## config.mk

```make
export PLATFORM = sky130hd
export DESIGN_NAME = dtt_core
export DESIGN_NICKNAME = d
export VERILOG_FILES = /design/src/inc/dtt_pkg.sv /design/src/rtl/dtt_sync2.sv /design/src/rtl/dtt_core.sv
export SDC_FILE = /design/constraint.sdc
export NUM_CORES = 1
export LEC_CHECK = 0
export BUFFER_PORTS_ARGS = -buffer_cell sky130_fd_sc_hd__buf_4
export CAP_MARGIN = 20
export CORE_ASPECT_RATIO = 0.7
export CORE_MARGIN = 2
export CORE_UTILIZATION = 60
export DETAILED_ROUTE_END_ITERATION = 10
export HOLD_SLACK_MARGIN = 0.08
export PLACE_DENSITY = 0.77
export SYNTH_ARGS = -nofsm -noshare
export SYNTH_HDL_FRONTEND = slang
export SYNTH_SLANG_ARGS = --single-unit
```

## constraint.sdc

```tcl
create_clock -name core_clk -period 23.7 [get_ports core_clk]
set_clock_uncertainty 0.15 [all_clocks]
set_input_delay 1.185 -clock core_clk [delete_from_list [all_inputs] [get_ports core_clk]]
set_output_delay 1.185 -clock core_clk [all_outputs]
set_load 0.1 [all_outputs]
```

## src/inc/dtt_pkg.sv

```systemverilog
/*
  Constants for the dynamic termination timing block: termination select
  codes, latency offsets, history depth and asynchronous-mode timing.
  Assumes a 125 MHz core clock; all counts are in core clock cycles.
*/
package dtt_pkg;

  // ---------------------------------------------------------------
  // Termination select codes
  // ---------------------------------------------------------------
  localparam logic [1:0] SEL_PARK  = 2'h0;
  localparam logic [1:0] SEL_NOM   = 2'h1;
  localparam logic [1:0] SEL_WRITE = 2'h2;
  localparam logic [1:0] SEL_TRANS = 2'h3;

  // ---------------------------------------------------------------
  // Latency offsets
  // ---------------------------------------------------------------
  localparam logic [6:0] ONSET_SUB_PRE1 = 7'h02;
  localparam logic [6:0] ONSET_SUB_PRE2 = 7'h03;
  // Release offsets above onset, indexed {preamble_2clk, write_crc_en}.
  localparam logic [6:0] REL4_P1_C0 = 7'h04;
  localparam logic [6:0] REL4_P1_C1 = 7'h07;
  localparam logic [6:0] REL4_P2_C0 = 7'h05;
  localparam logic [6:0] REL4_P2_C1 = 7'h08;
  localparam logic [6:0] REL8_P1_C0 = 7'h06;
  localparam logic [6:0] REL8_P1_C1 = 7'h07;
  localparam logic [6:0] REL8_P2_C0 = 7'h07;
  localparam logic [6:0] REL8_P2_C1 = 7'h08;

  // History depth covers onset plus release offset up to 65 cycles, not the longest write latency the inputs allow.
  localparam int HIST_DEPTH = 64;

  // ---------------------------------------------------------------
  // Asynchronous mode timing
  // ---------------------------------------------------------------
  localparam int CLK_PERIOD_NS   = 8;
  localparam int ASYNC_ON_MIN_NS  = 2;
  localparam int ASYNC_ON_MAX_NS  = 16;
  localparam int ASYNC_OFF_MIN_NS = 2;
  localparam int ASYNC_OFF_MAX_NS = 16;
  localparam int ON_MIN_RAW  = (ASYNC_ON_MIN_NS + CLK_PERIOD_NS - 1) / CLK_PERIOD_NS;
  localparam int ON_MAX_RAW  = ASYNC_ON_MAX_NS / CLK_PERIOD_NS;
  localparam int OFF_MIN_RAW = (ASYNC_OFF_MIN_NS + CLK_PERIOD_NS - 1) / CLK_PERIOD_NS;
  localparam int OFF_MAX_RAW = ASYNC_OFF_MAX_NS / CLK_PERIOD_NS;
  localparam logic [3:0] ON_MIN_CYC  = 4'(ON_MIN_RAW < 1 ? 1 : ON_MIN_RAW);
  localparam logic [3:0] ON_MAX_CYC  = 4'(ON_MAX_RAW < 1 ? 1 : ON_MAX_RAW);
  localparam logic [3:0] OFF_MIN_CYC = 4'(OFF_MIN_RAW < 1 ? 1 : OFF_MIN_RAW);
  localparam logic [3:0] OFF_MAX_CYC = 4'(OFF_MAX_RAW < 1 ? 1 : OFF_MAX_RAW);
  localparam logic [3:0] ASYNC_CNT_SAT = 4'hf;

endpackage

```

## src/rtl/dtt_sync2.sv

```systemverilog
/*
  Two-flop level synchroniser for the termination control pin.
  Assumes the input is asynchronous to core_clk.
*/
`timescale 1ns/100ps
module dtt_sync2 (
  input  wire logic core_clk,
  input  wire logic sys_rst,
  input  wire logic async_in,
  output logic      sync_out
);

  logic meta_r;

  always_ff @(posedge core_clk) begin
    if (sys_rst) begin
      meta_r   <= 1'b0;
      sync_out <= 1'b0;
    end else begin
      meta_r   <= async_in;
      sync_out <= meta_r;
    end
  end

endmodule

```

## src/rtl/dtt_core.sv

```systemverilog
/*
  Termination sequencer: selects parked, nominal or write termination
  from the write command stream, the termination control pin and the
  mode settings in clocked mode, and parked, transition or nominal from
  the pin alone in asynchronous (delay-locked loop off) mode.
  Assumes write_cmd and all mode inputs come from core_clk logic and that
  mode inputs are changed only while no write is in flight.
*/
`timescale 1ns/100ps
module dtt_core (
  input  wire logic       core_clk,
  input  wire logic       sys_rst,
  input  wire logic       write_cmd,
  input  wire logic       burst_chop_four,
  input  wire logic [4:0] column_write_latency,
  input  wire logic [4:0] additive_latency,
  input  wire logic [3:0] parity_latency,
  input  wire logic       preamble_2clk,
  input  wire logic       write_crc_en,
  input  wire logic       dll_off,
  input  wire logic       dyn_term_en_a,
  input  wire logic       dyn_term_en_b,
  input  wire logic [2:0] write_termination,
  input  wire logic       termination_control_pin,
  output logic [1:0]      term_sel_r,
  output logic [6:0]      write_latency_r
);
  import dtt_pkg::*;

  // ---------------------------------------------------------------
  // Latency arithmetic
  // ---------------------------------------------------------------
  logic [6:0] write_latency;
  logic [6:0] onset_lat;
  logic [6:0] rel4_off;
  logic [6:0] rel8_off;
  logic       dyn_ok;
  logic       pin_s;

  assign write_latency = 7'(column_write_latency) + 7'(additive_latency)
                       + 7'(parity_latency);
  assign onset_lat = write_latency - (preamble_2clk ? ONSET_SUB_PRE2 : ONSET_SUB_PRE1);

  always_comb begin
    case ({preamble_2clk, write_crc_en})
      2'h0:    rel4_off = REL4_P1_C0;
      2'h1:    rel4_off = REL4_P1_C1;
      2'h2:    rel4_off = REL4_P2_C0;
      default: rel4_off = REL4_P2_C1;
    endcase
    case ({preamble_2clk, write_crc_en})
      2'h0:    rel8_off = REL8_P1_C0;
      2'h1:    rel8_off = REL8_P1_C1;
      2'h2:    rel8_off = REL8_P2_C0;
      default: rel8_off = REL8_P2_C1;
    endcase
  end

  // Disabled by a zero write value even if an enable bit is set.
  assign dyn_ok = (dyn_term_en_a | dyn_term_en_b) & (write_termination != 3'h0)
                & ~dll_off;

  always_ff @(posedge core_clk) begin
    if (sys_rst) begin
      write_latency_r <= 7'h00;
    end else begin
      write_latency_r <= write_latency;
    end
  end

  // ---------------------------------------------------------------
  // Pin synchroniser and histories
  // ---------------------------------------------------------------
  dtt_sync2 u_pin_sync (
    .core_clk (core_clk),
    .sys_rst  (sys_rst),
    .async_in (termination_control_pin),
    .sync_out (pin_s)
  );

  logic [HIST_DEPTH-1:0] wr_hist_r;
  logic [HIST_DEPTH-1:0] chop_hist_r;
  logic [HIST_DEPTH-1:0] pin_hist_r;
  logic [HIST_DEPTH-1:0] wr_act;

  always_ff @(posedge core_clk) begin
    if (sys_rst) begin
      wr_hist_r   <= '0;
      chop_hist_r <= '0;
      pin_hist_r  <= '0;
    end else begin
      wr_hist_r   <= {wr_hist_r[HIST_DEPTH-2:0], write_cmd};
      chop_hist_r <= {chop_hist_r[HIST_DEPTH-2:0], burst_chop_four};
      pin_hist_r  <= {pin_hist_r[HIST_DEPTH-2:0], pin_s};
    end
  end

  // Entry j holds a write whose age becomes j+1 at the coming edge.
  // Overlapping writes simply widen the window.
  genvar j;
  generate
    for (j = 0; j < HIST_DEPTH; j++) begin : g_age
      localparam logic [6:0] AGE = 7'(j + 1);
      assign wr_act[j] = wr_hist_r[j] && (AGE >= onset_lat)
        && (AGE < onset_lat + (chop_hist_r[j] ? rel4_off : rel8_off));
    end
  endgenerate

  // ---------------------------------------------------------------
  // Asynchronous mode timer
  // ---------------------------------------------------------------
  logic       pin_last_r;
  logic [3:0] async_cnt_r;
  logic [3:0] async_cnt_nxt;
  logic       pin_change;

  assign pin_change    = pin_s != pin_last_r;
  assign async_cnt_nxt = pin_change ? 4'h1 :
                         (async_cnt_r == ASYNC_CNT_SAT) ? async_cnt_r : async_cnt_r + 4'h1;

  always_ff @(posedge core_clk) begin
    if (sys_rst) begin
      pin_last_r  <= 1'b0;
      async_cnt_r <= ASYNC_CNT_SAT;
    end else begin
      pin_last_r  <= pin_s;
      async_cnt_r <= async_cnt_nxt;
    end
  end

  // ---------------------------------------------------------------
  // Termination select
  // ---------------------------------------------------------------
  logic [1:0] sel_nxt;
  logic       nom_req;

  // The pin tap shares the onset offset; on and off latencies are equal.
  assign nom_req = (onset_lat != 7'h00) && pin_hist_r[6'(onset_lat - 7'h01)];

  always_comb begin
    sel_nxt = SEL_PARK;
    if (dll_off) begin
      // The synchronised pin is used directly, no latency added.
      if (pin_s) begin
        if (async_cnt_nxt < ON_MIN_CYC) begin
          sel_nxt = SEL_PARK;
        end else if (async_cnt_nxt < ON_MAX_CYC) begin
          sel_nxt = SEL_TRANS;
        end else begin
          sel_nxt = SEL_NOM;
        end
      end else begin
        if (async_cnt_nxt < OFF_MIN_CYC) begin
          sel_nxt = SEL_NOM;
        end else if (async_cnt_nxt < OFF_MAX_CYC) begin
          sel_nxt = SEL_TRANS;
        end else begin
          sel_nxt = SEL_PARK;
        end
      end
    end else if (dyn_ok && (wr_act != '0)) begin
      sel_nxt = SEL_WRITE;
    end else if (nom_req) begin
      sel_nxt = SEL_NOM;
    end
  end

  always_ff @(posedge core_clk) begin
    if (sys_rst) begin
      term_sel_r <= SEL_PARK;
    end else begin
      term_sel_r <= sel_nxt;
    end
  end

  // ---------------------------------------------------------------
  // Checks
  // ---------------------------------------------------------------
  logic [6:0] since_wr_r;
  logic       last_chop_r;
  localparam int ON_MAX_I  = int'(ON_MAX_CYC);
  localparam int OFF_MAX_I = int'(OFF_MAX_CYC);

  always_ff @(posedge core_clk) begin
    if (sys_rst) begin
      since_wr_r  <= 7'h7f;
      last_chop_r <= 1'b0;
    end else if (write_cmd) begin
      since_wr_r  <= 7'h01;
      last_chop_r <= burst_chop_four;
    end else if (since_wr_r != 7'h7f) begin
      since_wr_r  <= since_wr_r + 7'h01;
    end
  end
endmodule

```

==> results.py <==
metrics = {
    "logic_synthesis": {
        "syn_inst": 1744,
        "ys_seq_area_share_pct": 28.24,
        "yosys.cell_types.count": 93,
        "synthMuxAreaShare_pct": 3.836,
        "yosys.area_share.xor_xnor_pct": 5.396,
        "synth_edf_count": 0,
        "syn-cell-area_um2": 14680,
        "synth_compound_area_share_pct": 22.09,
        "synth_fa_ha_area_share_pct": 14.42,
        "ys_ff_latch": 207,
        "syn_area_per_cell_um2": 8.415,
        "synth_warnings": 0,
        "yosys.area_share.simple_pct": 20.55,
        "synth_fp_nets": 1905,
        "synth_top_family_by_area": "compound AO/OA/AOI/OAI gates",
        "synth_flop_cell": "dfxtp_1",
        "async_flop_share_pct": 0,
    },
    "timing": {
        "rsz0062_at_grt": "false",
        "tightest_slew_ps": 1142,
        "fin_setup_tns_ps": 0,
        "setup_violations": 0,
        "final-hold-violation-count": 0,
        "period_needed_ps": 7810,
        "maxSlewViolCount": 0,
        "slew_headroom_pct": 23.60,
        "hold-worst-slack_ps": 262.8,
        "period_share_pct": 32.95,
        "max_freq_mhz": 128.0,
    },
    "finish": {
        "area_growth_pct": 7.963,
        "drive_gt1_share_pct": 8.812,
        "final_cell_mix": "a21oi_1 (212), dfxtp_1 (207), nor2b_1 (186)",
        "layout_commonest_cell": "a21oi_1",
        "fin_nets": 1871,
    },
    "route": {
        "num_vias": 13447,
        "drt_pass1_iterations": 6,
        "drcViolationCount": 0,
        "wire_per_inst_um": 23.88,
        "viasPerCell": 6.576,
        "wl_um": 48830,
        "drt_iter0_markers": 1490,
        "drtAntennaViolNets": 0,
    },
    "floorplanning": {
        "die_area_um2": 25750,
        "die_height_um": 134.9,
        "core_area_um2": 23820,
        "io-pin-count": 36,
        "initial_core_util_pct": 61.62,
        "dieWidth_um": 190.9,
        "rows": 47,
    },
    "grt": {
        "grt_max_degree": 123,
        "top_usage_layer": "met2",
        "grt_pass1_wl_um": 74920,
        "grt_pass1_vias": 12865,
        "globalRoute.totalOverflow": 0,
        "use_met2_pct": 55.29,
        "antenna_found_initial": 3,
        "use_met1_pct": 52.37,
        "grt.total_usage_pct": 38.07,
        "grtUsageMet3_pct": 13.49,
    },
    "clocking": {
        "htreeDepth": 1,
        "post_cts_buffers": 0,
        "numCtsBuffers": 23,
        "cts-hold-fix-buffers": 0,
        "cts_sinks": 207,
        "insertion_delay_ps": 530,
        "clk_pin_slew_ps": 60,
        "clockRootBuffer": "clkbuf_16",
        "clockBufferDepth": 3,
        "cts_tree": "yes",
        "cts_resized": 0,
    },
    "power": {
        "p_leak_nw": 6.326,
        "peakVddDrop_mv": 0.08734,
        "power.density_nw_per_um2": 122.6,
    },
    "place": {
        "io_buffers": 35,
        "hpwl_um": 32730,
        "gp_congestion": 1.013,
    },
    "outcome": {
        "status": "finished, final reports clean",
    },
    "worst_setup_path": {
        "path_max_fanout": 37,
        "cp.arrival_ps": 8070,
        "critical_path_class": "in2reg",
        "worstSetupEndpointType": "flop",
        "cp.required_ps": 23960,
        "cp-start-kind": "primary input",
    },
    "min_path": {
        "hp-class": "reg2reg",
    },
    "run": {
        "maxCapViolCount": 0,
    },
}
## final timing paths
path                     endpoint  cells past startpoint                     from  slack [ps]
hold / removal    chop_hist_r[33]                      2          chop_hist_r[32]         260
setup reg to reg    term_sel_r[1]                     11          chop_hist_r[37]       19610
setup / recovery    term_sel_r[1]                     19  column_write_latency[1]       15890
hold reg to reg   chop_hist_r[33]                      2          chop_hist_r[32]         260
## cells in the mapped netlist, types with 15 or more instances
| master | count | area, µm² |
|---|---|---|
| a21oi_1 | 212 | 1061 |
| dfxtp_1 | 207 | 4144 |
| nor2b_1 | 186 | 1164 |
| nor2_1 | 132 | 495.5 |
| o21ai_0 | 93 | 465.5 |
| nand2_1 | 88 | 330.3 |
| ha_1 | 81 | 1013 |
| clkbuf_1 | 75 | 281.5 |
| inv_1 | 73 | 274.0 |
| fa_1 | 53 | 1061 |
| xnor2_1 | 43 | 376.6 |
| nand3_1 | 37 | 185.2 |
| xor2_1 | 29 | 254.0 |
| a21o_1 | 28 | 210.2 |
| buf_2 | 25 | 125.1 |
| nor3_1 | 25 | 125.1 |
| mux2i_1 | 18 | 180.2 |
| mux4_2 | 16 | 360.4 |
| o2111ai_1 | 16 | 140.1 |
| o22ai_1 | 15 | 93.84 |
## state kept, by name, indices dropped and copies added (netlist names)
register and count:
chop_hist_r 64, pin_hist_r 64, wr_hist_r 64, write_latency_r 7, async_cnt_r 4, term_sel_r 2
u_pin_sync.meta_r 1, u_pin_sync.sync_out 1
## cell families (layout without fill, tap and decap cells)
family          after synthesis  count (layout)
other cells                   0               2
fa+ha+maj                   138             138
simple gates                573             573
xor+xnor                     80              80
compound gates              513             513
mux                          36              36
flops                       207             207
buf+inv                     197             178
## stage by stage
stage | cells | power, mW | cell area, µm² | utilization, % | setup slack, ps
after floorplan | 1744 | 1.212 | 14680 | - | 14430
after global placement | 2002 | 1.499 | 15060 | 63.23 | 16030
after detailed placement | 2002 | 1.519 | 15060 | 63.23 | 15790
after CTS | 2042 | 1.898 | 15840 | 66.49 | 16330
after global routing | 2043 | 2.047 | 15840 | 66.51 | 15830
final | 2045 | 1.943 | 15850 | 66.53 | 15890
## final cells by class
| class | count | area (µm²) |
|---|---|---|
| diodes | 2 | 5.005 |
| clock buffers | 30 | 641.9 |
| clock inverters | 10 | 135.1 |
| fillers | 2005 | 7971 |
| inverters | 76 | 285.3 |
| multi-input cells | 1340 | 9769 |
| flip-flops and latches | 207 | 4144 |
| well taps | 318 | 397.9 |
| repair buffers | 62 | 466.7 |
## worst max-delay path: stages
cell,delay [ps]
buf_4,110
fa_1,490
ha_1,250
fa_1,490
xnor2_2,250
or3_1,400
nand2_1,470
inv_1,230
ha_2,900
nand2_1,760
nor3_1,370
a21oi_1,90
o311ai_0,370
o221ai_1,210
o21ai_1,200
a32oi_1,190
nor4_1,680
nor2_1,80
o31a_1,310
## layer usage
layer / vias up / wire, µm
li1: 6098 / -
met1: 6369 / 20720
met2: 816 / 19860
met3: 162 / 6431
met4: 2 / 1811
met5: - / 10
## where the power goes
part	internal [mW]	leakage [nW]	total, mW	switching, mW
combinational	0.402	4.27	1.21	0.809
clock	0.224	0.388	0.375	0.151
sequential	0.354	1.67	0.357	0.00332
total	0.980	6.33	1.94	0.964
(Power assumes the default switching activity.)
